[src/inc/sfq_defines.vh]
`ifndef SFQ_DEFINES_VH
`define SFQ_DEFINES_VH

// ----------------------------------------------------------------
// opcodes
// ----------------------------------------------------------------
`define SFQ_OP_QREAD 8'hEB
`define SFQ_OP_PROG 8'h02
`define SFQ_OP_QPROG_A 8'h32
`define SFQ_OP_QPROG_B 8'h38
`define SFQ_OP_SERASE_A 8'hD7
`define SFQ_OP_SERASE_B 8'h20
`define SFQ_OP_WRITE_ENABLE_COMMAND 8'h06
`define SFQ_OP_WRDI 8'h04
`define SFQ_OP_READ_STATUS_COMMAND 8'h05
`define SFQ_OP_QPI_ON 8'h35
`define SFQ_OP_QPI_OFF 8'hF5

// ----------------------------------------------------------------
// field layout and counts
// ----------------------------------------------------------------
`define SFQ_ADDR_BITS 5'd24
`define SFQ_MODE_BITS 5'd8
`define SFQ_MODE_CLKS 4'h2
`define SFQ_CONT_KEY 4'hA
`define SFQ_PAGE_MSB 8
`define SFQ_SECT_MSB 12
`define SFQ_BP_ALL 4'h8
`define SFQ_FIFO_W 16
`define SFQ_FIFO_D 8
`define SFQ_FIFO_AW 3

// ----------------------------------------------------------------
// reset values
// ----------------------------------------------------------------
`define SFQ_RST_QPI 1'b0
`define SFQ_RST_WEL 1'b0
`define SFQ_RST_BUSY 1'b0
`define SFQ_RST_CONT 1'b0

`endif

[src/sfq_fifo.v]
`timescale 1ns/10ps
module sfq_fifo #(
  parameter W = 16,
  parameter D = 8,
  parameter AW = 3
) (
  input wire CLOCK,
  input wire RST_N,
  input wire in_valid,
  output wire in_ready,
  input wire [W-1:0] in_data,
  output reg out_valid_q,
  input wire out_ready,
  output reg [W-1:0] out_data_q,
  output wire idle
);

  reg [W-1:0] mem_q [0:D-1];
  reg [AW-1:0] wp_q;
  reg [AW-1:0] rp_q;
  reg [AW:0] cnt_q;

  wire push = in_valid && in_ready;
  wire pop = (cnt_q != {(AW+1){1'b0}}) && (!out_valid_q || out_ready);

  assign in_ready = (cnt_q < D[AW:0]);
  assign idle = (cnt_q == {(AW+1){1'b0}}) && !out_valid_q;

  always @(posedge CLOCK) begin
    if (push) begin
      mem_q[wp_q] <= in_data;
    end
  end

  always @(posedge CLOCK) begin
    if (!RST_N) begin
      wp_q <= {AW{1'b0}};
      rp_q <= {AW{1'b0}};
      cnt_q <= {(AW+1){1'b0}};
      out_valid_q <= 1'b0;
      out_data_q <= {W{1'b0}};
    end else begin
      if (push) begin
        wp_q <= wp_q + 1'b1;
      end
      if (pop) begin
        rp_q <= rp_q + 1'b1;
        out_data_q <= mem_q[rp_q];
        out_valid_q <= 1'b1;
      end else if (out_ready) begin
        out_valid_q <= 1'b0;
      end
      if (push && !pop) begin
        cnt_q <= cnt_q + 1'b1;
      end else if (pop && !push) begin
        cnt_q <= cnt_q - 1'b1;
      end
    end
  end

endmodule // sfq_fifo

[src/sfq_seq.v]
`timescale 1ns/10ps
`include "sfq_defines.vh"
module sfq_seq (
  input wire CLOCK,
  input wire RST_N,
  input wire SCK,
  input wire CS_N,
  input wire [3:0] IO_IN,
  output reg [3:0] IO_OUT,
  output reg [3:0] IO_OE,
  input wire [3:0] BP_BITS,
  input wire QE_BIT,
  input wire [3:0] DUMMY_CYCLES,
  output reg BUSY,
  output reg WRITE_ENABLE_LATCH,
  output reg QPI_MODE,
  output reg CONT_READ,
  output reg [23:0] ARR_ADDR,
  output reg ARR_RD_REQ,
  input wire [7:0] ARR_RDATA,
  output reg PBUF_CLR,
  output wire PBUF_WE,
  output wire [7:0] PBUF_OFS,
  output wire [7:0] PBUF_DATA,
  input wire PBUF_READY,
  output reg PROG_START,
  output reg ERASE_START,
  input wire OP_DONE
);

  // ----------------------------------------------------------------
  // states and command kinds
  // ----------------------------------------------------------------
  localparam S_IDLE = 4'd0;
  localparam S_CMD = 4'd1;
  localparam S_ADDR = 4'd2;
  localparam S_MODE = 4'd3;
  localparam S_DUMMY = 4'd4;
  localparam S_RDATA = 4'd5;
  localparam S_STAT = 4'd6;
  localparam S_WDATA = 4'd7;
  localparam S_DONE = 4'd8;
  localparam S_IGN = 4'd9;

  localparam K_NONE = 3'd0;
  localparam K_READ = 3'd1;
  localparam K_PROG = 3'd2;
  localparam K_ERASE = 3'd3;
  localparam K_WEN = 3'd4;
  localparam K_WDIS = 3'd5;
  localparam K_QON = 3'd6;
  localparam K_QOFF = 3'd7;

  // ----------------------------------------------------------------
  // pin synchronisers
  // ----------------------------------------------------------------
  reg [5:0] s1_q;
  reg [5:0] s2_q;
  reg sck_d_q;
  reg cs_d_q;

  always @(posedge CLOCK) begin
    if (!RST_N) begin
      s1_q <= 6'h30;
      s2_q <= 6'h30;
      sck_d_q <= 1'b1;
      cs_d_q <= 1'b1;
    end else begin
      s1_q <= {SCK, CS_N, IO_IN};
      s2_q <= s1_q;
      sck_d_q <= s2_q[5];
      cs_d_q <= s2_q[4];
    end
  end

  wire sck_s = s2_q[5];
  wire cs_s = s2_q[4];
  wire [3:0] io_s = s2_q[3:0];
  wire rise = sck_s && !sck_d_q && !cs_s;
  wire fall = !sck_s && sck_d_q && !cs_s;
  wire cs_fall = !cs_s && cs_d_q;
  wire cs_rise = cs_s && !cs_d_q;

  // ----------------------------------------------------------------
  // working registers
  // ----------------------------------------------------------------
  reg [3:0] st_q;
  reg [2:0] kind_q;
  reg lw_q;
  reg [4:0] cnt_q;
  reg [23:0] sh_q;
  reg [7:0] osh_q;
  reg [2:0] oc_q;
  reg [7:0] rbuf_q;
  reg rd_pend_q;
  reg got_q;
  reg pend_q;
  reg push_q;
  reg [15:0] push_data_q;

  wire [2:0] step = lw_q ? 3'd4 : 3'd1;
  wire [4:0] cnt_n = cnt_q + {2'b00, step};
  wire byte_end = (cnt_n[2:0] == 3'd0);
  wire [23:0] sh_n = lw_q ? {sh_q[19:0], io_s} : {sh_q[22:0], io_s[0]};
  wire [7:0] stat = {1'b0, QE_BIT, BP_BITS, WRITE_ENABLE_LATCH, BUSY};
  wire [7:0] obyte = (oc_q != 3'd0) ? osh_q : ((st_q == S_STAT) ? stat : rbuf_q);
  // fewer than the two mode clocks would clash with the mode byte
  wire [3:0] dmy = (DUMMY_CYCLES < `SFQ_MODE_CLKS) ? `SFQ_MODE_CLKS : DUMMY_CYCLES;

  wire [8:0] blk = {1'b0, ~ARR_ADDR[23:16]};
  wire [8:0] lim = 9'h001 << (BP_BITS - 4'h1);
  wire prot = (BP_BITS != 4'h0) && ((BP_BITS > `SFQ_BP_ALL) || (blk < lim));

  wire prog_ok = (kind_q == K_PROG) && (st_q == S_WDATA) && got_q && (cnt_q == 5'd0)
                 && WRITE_ENABLE_LATCH && !prot && !BUSY;
  // only that sector goes to ones
  wire erase_ok = (kind_q == K_ERASE) && (st_q == S_DONE) && WRITE_ENABLE_LATCH && !prot && !BUSY;

  wire fifo_ready;
  wire fifo_idle;

  // ----------------------------------------------------------------
  // command sequencer
  // ----------------------------------------------------------------
  always @(posedge CLOCK) begin
    if (!RST_N) begin
      st_q <= S_IDLE;
      kind_q <= K_NONE;
      lw_q <= 1'b0;
      cnt_q <= 5'd0;
      sh_q <= 24'h00_0000;
      osh_q <= 8'h00;
      oc_q <= 3'd0;
      rbuf_q <= 8'h00;
      rd_pend_q <= 1'b0;
      got_q <= 1'b0;
      pend_q <= 1'b0;
      push_q <= 1'b0;
      push_data_q <= 16'h0000;
      IO_OUT <= 4'h0;
      IO_OE <= 4'h0;
      BUSY <= `SFQ_RST_BUSY;
      WRITE_ENABLE_LATCH <= `SFQ_RST_WEL;
      QPI_MODE <= `SFQ_RST_QPI;
      CONT_READ <= `SFQ_RST_CONT;
      ARR_ADDR <= 24'h00_0000;
      ARR_RD_REQ <= 1'b0;
      PBUF_CLR <= 1'b0;
      PROG_START <= 1'b0;
      ERASE_START <= 1'b0;
    end else begin
      ARR_RD_REQ <= 1'b0;
      PBUF_CLR <= 1'b0;
      PROG_START <= 1'b0;
      ERASE_START <= 1'b0;
      push_q <= 1'b0;
      rd_pend_q <= ARR_RD_REQ;
      // array answers in the cycle after the request is seen
      if (rd_pend_q) begin
        rbuf_q <= ARR_RDATA;
      end

      // ----------------------------------------------------------------
      // frame start
      // ----------------------------------------------------------------
      if (cs_fall) begin
        cnt_q <= 5'd0;
        oc_q <= 3'd0;
        got_q <= 1'b0;
        if (CONT_READ && !BUSY) begin
          st_q <= S_ADDR;
          kind_q <= K_READ;
          lw_q <= 1'b1;
        end else begin
          st_q <= S_CMD;
          kind_q <= K_NONE;
          lw_q <= QPI_MODE;
        end
      end else if (cs_rise) begin
        // ----------------------------------------------------------------
        // frame end
        // ----------------------------------------------------------------
        st_q <= S_IDLE;
        IO_OE <= 4'h0;
        if (prog_ok) begin
          BUSY <= 1'b1;
          pend_q <= 1'b1;
        end
        if (erase_ok) begin
          BUSY <= 1'b1;
          ERASE_START <= 1'b1;
        end
        if (st_q == S_DONE && !BUSY) begin
          case (kind_q)
            K_WEN: WRITE_ENABLE_LATCH <= 1'b1;
            K_WDIS: WRITE_ENABLE_LATCH <= 1'b0;
            K_QON: QPI_MODE <= 1'b1;
            K_QOFF: QPI_MODE <= 1'b0;
            default: ;
          endcase
        end
      end else if (rise) begin
        sh_q <= sh_n;
        cnt_q <= cnt_n;
        case (st_q)
          S_CMD: begin
            if (byte_end) begin
              cnt_q <= 5'd0;
              // while busy, any opcode but read status falls to ignore
              if (BUSY && sh_n[7:0] != `SFQ_OP_READ_STATUS_COMMAND) begin
                st_q <= S_IGN;
              end else begin
                case (sh_n[7:0])
                  `SFQ_OP_READ_STATUS_COMMAND: st_q <= S_STAT;
                  // same opcode, nibble or bit wide
                  `SFQ_OP_QREAD: begin
                    st_q <= S_ADDR;
                    kind_q <= K_READ;
                    lw_q <= 1'b1;
                  end
                  `SFQ_OP_PROG: begin
                    st_q <= S_ADDR;
                    kind_q <= K_PROG;
                  end
                  `SFQ_OP_QPROG_A, `SFQ_OP_QPROG_B: begin
                    st_q <= QE_BIT ? S_ADDR : S_IGN;
                    kind_q <= K_PROG;
                    lw_q <= 1'b1;
                  end
                  `SFQ_OP_SERASE_A, `SFQ_OP_SERASE_B: begin
                    st_q <= S_ADDR;
                    kind_q <= K_ERASE;
                  end
                  `SFQ_OP_WRITE_ENABLE_COMMAND: begin
                    st_q <= S_DONE;
                    kind_q <= K_WEN;
                  end
                  `SFQ_OP_WRDI: begin
                    st_q <= S_DONE;
                    kind_q <= K_WDIS;
                  end
                  `SFQ_OP_QPI_ON: begin
                    st_q <= QPI_MODE ? S_IGN : S_DONE;
                    kind_q <= K_QON;
                  end
                  `SFQ_OP_QPI_OFF: begin
                    st_q <= QPI_MODE ? S_DONE : S_IGN;
                    kind_q <= K_QOFF;
                  end
                  default: st_q <= S_IGN;
                endcase
              end
            end
          end
          S_ADDR: begin
            if (cnt_n == `SFQ_ADDR_BITS) begin
              cnt_q <= 5'd0;
              ARR_ADDR <= sh_n;
              case (kind_q)
                K_READ: begin
                  st_q <= S_MODE;
                  ARR_RD_REQ <= 1'b1;
                end
                K_PROG: begin
                  // fresh page image, unsent bytes keep array value
                  st_q <= S_WDATA;
                  PBUF_CLR <= 1'b1;
                end
                default: st_q <= S_DONE;
              endcase
            end
          end
          S_MODE: begin
            if (cnt_n == `SFQ_MODE_BITS) begin
              cnt_q <= 5'd0;
              CONT_READ <= (sh_n[7:4] == `SFQ_CONT_KEY);
              st_q <= (dmy == `SFQ_MODE_CLKS) ? S_RDATA : S_DUMMY;
            end
          end
          S_DUMMY: begin
            cnt_q <= cnt_q + 5'd1;
            if (cnt_q + 5'd1 == {1'b0, dmy - `SFQ_MODE_CLKS}) begin
              st_q <= S_RDATA;
            end
          end
          S_WDATA: begin
            if (byte_end) begin
              cnt_q <= 5'd0;
              got_q <= 1'b1;
              push_q <= 1'b1;
              push_data_q <= {ARR_ADDR[7:0], sh_n[7:0]};
              ARR_ADDR[7:0] <= ARR_ADDR[7:0] + 8'h01;
            end
          end
          default: ;
        endcase
      end else if (fall && (st_q == S_STAT || st_q == S_RDATA)) begin
        // msb on the highest active line
        IO_OUT <= lw_q ? obyte[7:4] : {2'b00, obyte[7], 1'b0};
        // lines driven only in output phases
        IO_OE <= lw_q ? 4'hF : 4'h2;
        osh_q <= lw_q ? {obyte[3:0], 4'h0} : {obyte[6:0], 1'b0};
        oc_q <= oc_q + step;
        if (oc_q == 3'd0 && st_q == S_RDATA) begin
          // next byte, wraps at top of memory
          ARR_ADDR <= ARR_ADDR + 24'h00_0001;
          ARR_RD_REQ <= 1'b1;
        end
      end

      // hold the launch until every page byte has left the fifo
      if (pend_q && fifo_idle && !push_q) begin
        pend_q <= 1'b0;
        PROG_START <= 1'b1;
      end
      if (BUSY && !pend_q && OP_DONE) begin
        BUSY <= 1'b0;
        WRITE_ENABLE_LATCH <= 1'b0;
      end
    end
  end

  // ----------------------------------------------------------------
  // page byte fifo
  // ----------------------------------------------------------------
  // a byte takes at least two link clocks, so a full fifo means a
  // stalled page buffer; such a byte is lost rather than overwriting
  wire [15:0] fifo_out;

  sfq_fifo #(
    .W(`SFQ_FIFO_W),
    .D(`SFQ_FIFO_D),
    .AW(`SFQ_FIFO_AW)
  ) u_fifo (
    .CLOCK(CLOCK),
    .RST_N(RST_N),
    .in_valid(push_q),
    .in_ready(fifo_ready),
    .in_data(push_data_q),
    .out_valid_q(PBUF_WE),
    .out_ready(PBUF_READY),
    .out_data_q(fifo_out),
    .idle(fifo_idle)
  );

  assign PBUF_OFS = fifo_out[15:8];
  assign PBUF_DATA = fifo_out[7:0];

endmodule // sfq_seq

[config.mk]
export PLATFORM = sky130hd
export DESIGN_NAME = sfq_seq
export DESIGN_NICKNAME = d
export VERILOG_FILES = /design/src/sfq_fifo.v /design/src/sfq_seq.v
export VERILOG_INCLUDE_DIRS = /design/src /design/src/inc
export SDC_FILE = /design/constraint.sdc
export NUM_CORES = 1
export LEC_CHECK = 0
export BUFFER_PORTS_ARGS = -buffer_cell sky130_fd_sc_hd__buf_2
export CAP_MARGIN = 25
export CORE_MARGIN = 1
export CORE_UTILIZATION = 30
export DETAILED_ROUTE_END_ITERATION = 8
export MAX_ROUTING_LAYER = met4
export PLACE_DENSITY = 0.55
export SYNTH_ARGS = -nofsm -noshare
export SYNTH_HDL_FRONTEND = slang
export SYNTH_SLANG_ARGS = --single-unit
[constraint.sdc]
create_clock -name CLOCK -period 3.1 [get_ports CLOCK]
set_input_delay 0.465 -clock CLOCK [delete_from_list [all_inputs] [get_ports CLOCK]]
set_output_delay 0.465 -clock CLOCK [all_outputs]
set_load 0.01 [all_outputs]
# Word-level counts from Yosys, hierarchy flattened
# Memory sizes are Yosys's and may differ from the RTL's. A register that Yosys moved wholly into a read port is not among the register bits.
# Index checks and enable logic that the tools add are counted.
# W data, S select, Z words.
word_totals:
  ff_bits: 140
  ram_bits: 128
  input_bits: 27
  out_inout_bits: 57
  word_cells: 275
  mem_count: 1
op_classes:
  n_addsub: 11
  n_lt_le_gt_ge: 4
  eq_ne: 44
  shifts: 1
  mux: 74
  bitwise_logic: 8
  n_reduce_logical: 99
mem_list:
  columns: ["memory", "depth", "word_bits", "read_ports", "rd_ports_with_merged_regs", "write_ports", "line", "source"]
  rows:
  - ["u_fifo.mem_q", 8, 16, 1, 1, 1, "sfq_fifo.v:18", "reg [W-1:0] mem_q [0:D-1];"]
ops:
  columns: ["cell", "n"]
  rows:
  - ["$mux W24", 5]
  - ["$mux W4", 17]
  - ["$eq A8 B6 Y1 const B", 4]
  - ["$mux W8", 4]
  - ["$logic_and A1 B1 Y1", 31]
  - ["$mux W1", 28]
  - ["$add A24 B1 Y24 const B", 1]
  - ["$eq A8 B3 Y1 const B", 3]
  - ["$eq A8 B8 Y1 const B", 3]
  - ["$pmux W4 S6", 1]
  - ["$reduce_and A6 Y1", 4]
  - ["$reduce_bool A2 Y1", 12]
  - ["$mux W3", 7]
  - ["$pmux W3 S7", 1]
  - ["$pmux W5 S4", 1]
  - ["$eq A4 B3 Y1 const B", 4]
  - ["$mux W16", 1]
  - ["$ne A4 B4 Y1 const B", 4]
  - ["$pmux W4 S4", 1]
  - ["$pmux W8 S2", 1]
  - ["$reduce_and A4 Y1", 4]
  - ["$mux W5", 3]
  - ["$reduce_and A3 Y1", 5]
  - ["$reduce_or A2 Y1", 7]
  - ["other kinds (49)", 89]

# Logic depth before layout (Yosys ltp)
depth:
  ltp_word: 10
  depth_mapped: 13
  ltp_nobuf: 11

# Cells and area by module
# From an unflattened synthesis, not the netlist that was laid out.
hier_totals:
  cells_unflattened: 1224
  hier_area_um2: 13070.0
by_module_without_submodules:
  columns: ["module", "n_inst", "cells_per_inst", "area_each_um2", "seq_area_each_um2"]
  rows:
  - ["sfq_seq", 1, 893, 7128.1, 2522.4]
  - ["sfq_fifo", 1, 331, 5941.9, 4384.2]

# Worst setup path after synthesis
# OpenSTA, ideal clock, no wires.
synth_timing:
  path_type: "reg-to-reg"
  start: "register u_fifo.cnt_q[0]"
  end: "register u_fifo.cnt_q[3]"
  setup_time_ns: 0.076
  arrival_time_ns: 2.846
  required_time_ns: 3.024
  setup_slack_ns: 0.179
  stages_incl_launch_ff: 14
  path_buffers: 2
  synth_period_minus_slack_ns: 2.921
  path_cell_list: "dfxtp_1 -> or4_1 -> and2_1 -> clkbuf_1 -> clkbuf_1 -> inv_1 -> ha_1 -> inv_1 -> ha_1 -> a21o_1 -> a21oi_1 -> xnor2_1 -> or3_1 -> a21boi_0"
synth_between:
  elab_chain_cells: 5
  word_cells_on_any_way: 13
  cone_classes: "add/sub: 2; order compare: 1; mux: 2; reduce/logical: 8"
synth_rtl:
  columns: ["element", "line", "source"]
  rows:
  - ["start: declaration", "sfq_fifo.v:21", "reg [AW:0] cnt_q;"]
  - ["start signal: assignment", "sfq_fifo.v:39", "cnt_q <= {(AW+1){1'b0}};"]
  - ["start signal: assignment", "sfq_fifo.v:54", "cnt_q <= cnt_q + 1'b1;"]
  - ["start signal: assignment", "sfq_fifo.v:56", "cnt_q <= cnt_q - 1'b1;"]
  - ["$lt A4 B4 Y1 / $reduce_bool A4 Y1 (equally long branches)", "sfq_fifo.v:26, sfq_fifo.v:24", null]
  - ["$logic_and A1 B1 Y1, on equally long branches", "sfq_fifo.v:23, sfq_fifo.v:24", null]
  - ["$logic_not A1 Y1, on equally long branches", "sfq_fifo.v:55, sfq_fifo.v:53", null]
  - ["$logic_and A1 B1 Y1, on equally long branches", "sfq_fifo.v:55, sfq_fifo.v:53", null]
  - ["$reduce_bool A2 Y1 (no source line) / $mux W4 (equally long branches)", null, null]
# Several ways; a longest one is shown, not always the timed one. The select of a mux whose other input is x is not followed.
# A chain may end at the register's enable or synchronous reset.

# Worst setup path in the final report
layout_timing:
  start: "register lw_q"
  end: "register ARR_ADDR[13]"
layout_between:
  elab_chain_cells: 5
  word_cells_on_any_way: 9
  cone_classes: "add/sub: 1; eq/ne: 2; mux: 5; reduce/logical: 1"
layout_rtl:
  columns: ["element", "line", "source"]
  rows:
  - ["start: declaration", "sfq_seq.v:89", "reg lw_q;"]
  - ["start signal: assignment", "sfq_seq.v:129", "lw_q <= 1'b0;"]
  - ["start signal: assignment", "sfq_seq.v:173", "lw_q <= 1'b1;"]
  - ["start signal: assignment", "sfq_seq.v:177", "lw_q <= QPI_MODE;"]
  - ["$mux W3", "sfq_seq.v:101", "wire [2:0] step = lw_q ? 3'd4 : 3'd1;"]
  - ["$add A5 B3 Y5", "sfq_seq.v:102", "wire [4:0] cnt_n = cnt_q + {2'b00, step};"]
  - ["$eq A5 B5 Y1 (no source line)", null, null]
  - ["$ne A2 B1 Y1 (no source line)", null, null]
  - ["$reduce_and A6 Y1 (no source line)", null, null]
  - ["end signal: assignment", "sfq_seq.v:258", "ARR_ADDR <= sh_n;"]
  - ["end signal: assignment", "sfq_seq.v:306", "ARR_ADDR <= ARR_ADDR + 24'h00_0001;"]
  - ["end: declaration", "sfq_seq.v:18", "output reg [23:0] ARR_ADDR,"]
# Several ways; a longest one is shown, not always the timed one. The select of a mux whose other input is x is not followed.

==> results_tabular.tex <==
\begin{tabular}{lr}
\hline
Metric & Value \\
\hline
\multicolumn{2}{l}{\textbf{Floorplanning}} \\
Row count & 77 \\
Io pins & 84 \\
Die area & 45520 um2 \\
Initial cell density of the core & 30.37\% \\
Area of the core region & 44120 um2 \\
Floorplan die height & 213.4 um \\
Die Span X & 213.4 um \\
\multicolumn{2}{l}{\textbf{Pwr}} \\
Power per unit of standard cell area & 505.8 nW/um2 \\
Sequential share of power & 49.0\% \\
Internal power component & 0.006264 W \\
Switching share of total power & 20.69\% \\
Part of the power in the clock network & 49.0\% \\
IR Drop Worst-Case VDD & 0.0004072 V \\
Combinational cell fraction of total power & 2.1\% \\
Psw & 0.001634 W \\
Standby leakage power & 5.860 nW \\
\multicolumn{2}{l}{\textbf{Synthesis}} \\
Async set or reset register ratio after synthesis & 0\% \\
Number of standard cells after synthesis & 1208 \\
Post-synthesis register bit count & 281 \\
Most frequently used flop master after synthesis & dfxtp\_1 \\
Count of flip-flops with a built-in enable after synthesis & 128 \\
Sequential cell area fraction in the yosys report & 51.54\% \\
Post-synthesis instance area & 13400 um2 \\
Synthesized area per cell & 11.09 um2 \\
Warning count from the yosys run & 0 \\
Synthesized netlist net count & 1259 \\
Synth unique cells & 97 \\
\multicolumn{2}{l}{\textbf{Final layout}} \\
Final Instance Count excl. Fillers & 1896 \\
Net total in the final layout & 1332 \\
N\_diodes & 0 \\
Proportion of layout cells with a drive suffix above 1 & 19.71\% \\
Area growth syn-to-layout & 16.52\% \\
Filler cells & 4447 \\
\multicolumn{2}{l}{\textbf{STA}} \\
Count of pins over their slew limit & 0 \\
Share of the cycle needed by the critical path after routing & 88.64\% \\
Fin Clk Skew & 0.008629 ns \\
Highest clock rate & 0.3639 GHz \\
Final hold violation count & 0 \\
Setup TNS & 0 ns \\
Min Tclk post-route & 2.748 ns \\
Worst slew pin tran & 0.7743 ns \\
Min setup slack post-route & 0.3521 ns \\
Setup repair after global routing missed its margin & false \\
Finish-stage setup viols & 0 \\
Max-slew headroom at the worst pin & 46.90\% \\
\multicolumn{2}{l}{\textbf{Clocking}} \\
Clock buffers created by TritonCTS & 30 \\
Number of hold buffers added after CTS & 0 \\
Setup Fix Bufs, Post-CTS & 0 \\
Worst-skew pair later-pin latency & 0.57 ns \\
CTS tree & yes \\
Num Clock Sinks & 281 \\
Count of instances resized after the clock tree is built & 0 \\
Maximum root-to-sink buffer count & 3 \\
Number of levels in the clock H-tree & 1 \\
Clock transition at path regs & 0.06 ns \\
Master cell of the clock root buffer & clkbuf\_16 \\
\multicolumn{2}{l}{\textbf{Critical path}} \\
R2R depth & 11 \\
Type of the worst setup path & reg2reg \\
Crit path capture type & register \\
Critical register-to-register path endpoint & ARR\_ADDR[13] \\
Reg-to-reg critical path startpoint & lw\_q \\
Crit-path cells & inv\_2 -> ha\_1 -> ha\_1 -> xnor2\_1 -> nand3\_2 -> nor4\_2 -> o21ai\_1 -> buf\_4 -> o21ai\_0 -> o21ai\_0 -> and2\_1 \\
Crit path depth & 11 \\
Crit path buffers/inverters & 2 \\
Type of origin of the critical path & register \\
Launch point of the worst path & lw\_q \\
CP Max Fanout & 22 \\
Critical path endpoint & ARR\_ADDR[13] \\
Cell with the largest stage delay on the worst path & nor4\_2 \\
Cell class contributing the biggest share of worst-path delay & simple AND/OR/NAND/NOR gates \\
Required time at the worst-slack endpoint & 3.57 ns \\
Worst reg-to-reg setup slack & 0.35 ns \\
Delay of the slowest cell on the worst path & 0.44 ns \\
Data arrival time at the worst-slack endpoint & 3.22 ns \\
\multicolumn{2}{l}{\textbf{Min path}} \\
Hold Path Class & in2reg \\
\multicolumn{2}{l}{\textbf{Outcome}} \\
Result of the run & finished clean \\
\multicolumn{2}{l}{\textbf{Routing}} \\
Routed vias & 9681 \\
Initial DRC Count & 674 \\
Drt via density & 5.106 \\
DRC viols & 0 \\
DRT Wirelength & 33080 um \\
Drt wl/cell & 17.45 um \\
Count of antenna-violating nets left after detailed routing & 0 \\
Detailed-router iteration count before antenna repair & 7 \\
\multicolumn{2}{l}{\textbf{Global routing}} \\
Number of global-route vias before repair & 9267 \\
Combined global-route utilization of all metal layers & 15.00\% \\
Global route overflow & 0 \\
Number of antenna violations at the first check in global routing & 0 \\
First-pass GRT wire length & 52070 um \\
Largest net degree at the start of global routing & 63 \\
\multicolumn{2}{l}{\textbf{Job}} \\
Max-cap violation count & 0 \\
\multicolumn{2}{l}{\textbf{Placed design}} \\
GPL Wtd Cong & 0.8925 \\
Port bufs & 83 \\
Number of placed instances with taps included & 1841 \\
Post-Place Worst Slack & 0.3934 ns \\
Sum of net half-perimeters after detailed placement & 22530 um \\
\hline
\end{tabular}
==> cell usage in the layout (no fill, tap or decap), types with 23 or more instances in the layout <==
cell type	instances
buf_2	82
ha_1	23
nor2b_1	25
o21ai_0	49
dfxtp_1	151
mux4_2	33
and2_1	25
nor2_1	71
nand2_1	143
inv_1	27
edfxtp_1	128
a21boi_0	23
mux2i_1	56
clkbuf_16	30
buf_4	37
o211a_1	44
a21oi_1	41
nand3_1	27
==> final cells by class <==
type	instances	area, um2	area share (%)
Sequential cell	281	6909	44.25
Multi-Input combinational cell	817	6045	38.71
Clock buffer	35	799.5	5.120
Tap cell	592	740.7	4.744
Timing Repair Buffer	121	728.2	4.663
Clock inverter	20	280.3	1.795
Inverter	30	112.6	0.7212
==> metal layers <==
layer  GRT usage (%)  part of all wire [%]  vias to the layer above
li1                -                     -                     4631
met2           23.10                    45                      243
met1           19.98                    47                     4757
met5               -                     0                        -
met3           3.354                   6.3                       50
met4           3.670                   2.1                        0
==> state kept, by name (all words and copies together), names as in the netlist, 7 cells and up <==
signal / cells
ARR_ADDR: 24
osh_q: 7
push_data_q: 16
rbuf_q: 8
sh_q: 23
u_fifo.mem_q: 128
u_fifo.out_data_q: 16
==> cell usage after synthesis, types with 5 or more instances <==
| cell | count | share of area, % |
|---|---|---|
| o21ai_0 | 49 | 1.8 |
| mux2i_1 | 56 | 4.2 |
| nand2_1 | 143 | 4.0 |
| buf_4 | 5 | 0.28 |
| a22oi_1 | 7 | 0.39 |
| inv_1 | 27 | 0.76 |
| nor4_1 | 9 | 0.42 |
| o22ai_1 | 5 | 0.23 |
| xor2_1 | 8 | 0.52 |
| nand3_1 | 27 | 1.0 |
| o31ai_1 | 6 | 0.34 |
| a211oi_1 | 9 | 0.50 |
| a31oi_1 | 13 | 0.61 |
| or3_1 | 7 | 0.33 |
| a211o_1 | 5 | 0.33 |
| a21boi_0 | 23 | 1.3 |
| nor2_1 | 71 | 2.0 |
| o21a_1 | 5 | 0.28 |
| xnor2_1 | 13 | 0.85 |
| nor3b_1 | 10 | 0.56 |
| and2_1 | 24 | 1.1 |
| buf_2 | 15 | 0.56 |
| and4_1 | 5 | 0.33 |
| nand2b_1 | 16 | 0.75 |
| o221a_2 | 6 | 0.50 |
| a21boi_1 | 11 | 0.62 |
| edfxtp_1 | 128 | 29 |
| clkbuf_1 | 53 | 1.5 |
| o211a_1 | 44 | 3.3 |
| dfxtp_1 | 153 | 23 |
| mux4_2 | 33 | 5.5 |
| a21oi_1 | 41 | 1.5 |
| nor2b_1 | 25 | 1.2 |
| nor3_1 | 21 | 0.78 |
| nor4_2 | 5 | 0.47 |
| ha_1 | 23 | 2.1 |
==> cell families (layout without fill, tap and decap cells) <==
family          count (synthesis)  after routing  synth area share (%)
fa+ha+maj                      24             24                 2.297
simple gates                  410            410                 16.21
xor+xnor                       22             22                 1.540
buf+inv                       110            206                 3.585
mux                            94             94                 10.17
compound gates                267            267                 14.67
flops                         281            281                 51.54
==> stage by stage <==
step / util [%] / hold WS, ns / total power (W) / area (um2)
after detailed placement: 32.94 / 0.4144 / 0.004109 / 14540
after global routing: 35.39 / 0.07608 / 0.008174 / 15620
final: 35.39 / 0.07873 / 0.007898 / 15620
after CTS: 35.39 / 0.05269 / 0.008004 / 15620
after floorplan: - / 0.3863 / 0.004050 / 13400
after global placement: 32.94 / 0.4116 / 0.004109 / 14540
==> worst register-to-register path: stages (launching register included) <==
cell,delay (ns)
dfxtp_2,0.42
inv_2,0.06
ha_1,0.22
ha_1,0.24
xnor2_1,0.29
nand3_2,0.16
nor4_2,0.44
o21ai_1,0.16
buf_4,0.23
o21ai_0,0.17
o21ai_0,0.10
and2_1,0.16
==> worst min-delay path by stage <==
stage,startpoint,end,cells past startpoint
after detailed placement,s1_q[4],s2_q[4],1
after CTS,SCK,s1_q[5],2
after global routing,SCK,s1_q[5],2
final,SCK,s1_q[5],2
after global placement,s1_q[4],s2_q[4],1
after floorplan,s1_q[4],s2_q[4],1
==> power by group through the flow <==
stage / combinational, W / clock [W] / sequential, W
6_report: 0.000163 / 0.00387 / 0.00387
5_1_grt: 0.000179 / 0.00413 / 0.00387
4_1_cts: 0.000163 / 0.00397 / 0.00387
3_5_place_dp: 0.000162 / 0 / 0.00395
3_3_place_gp: 0.000162 / 0 / 0.00395
2_1_floorplan: 0.000113 / 0 / 0.00394
Note: power is estimated with default switching activity, not from simulation.
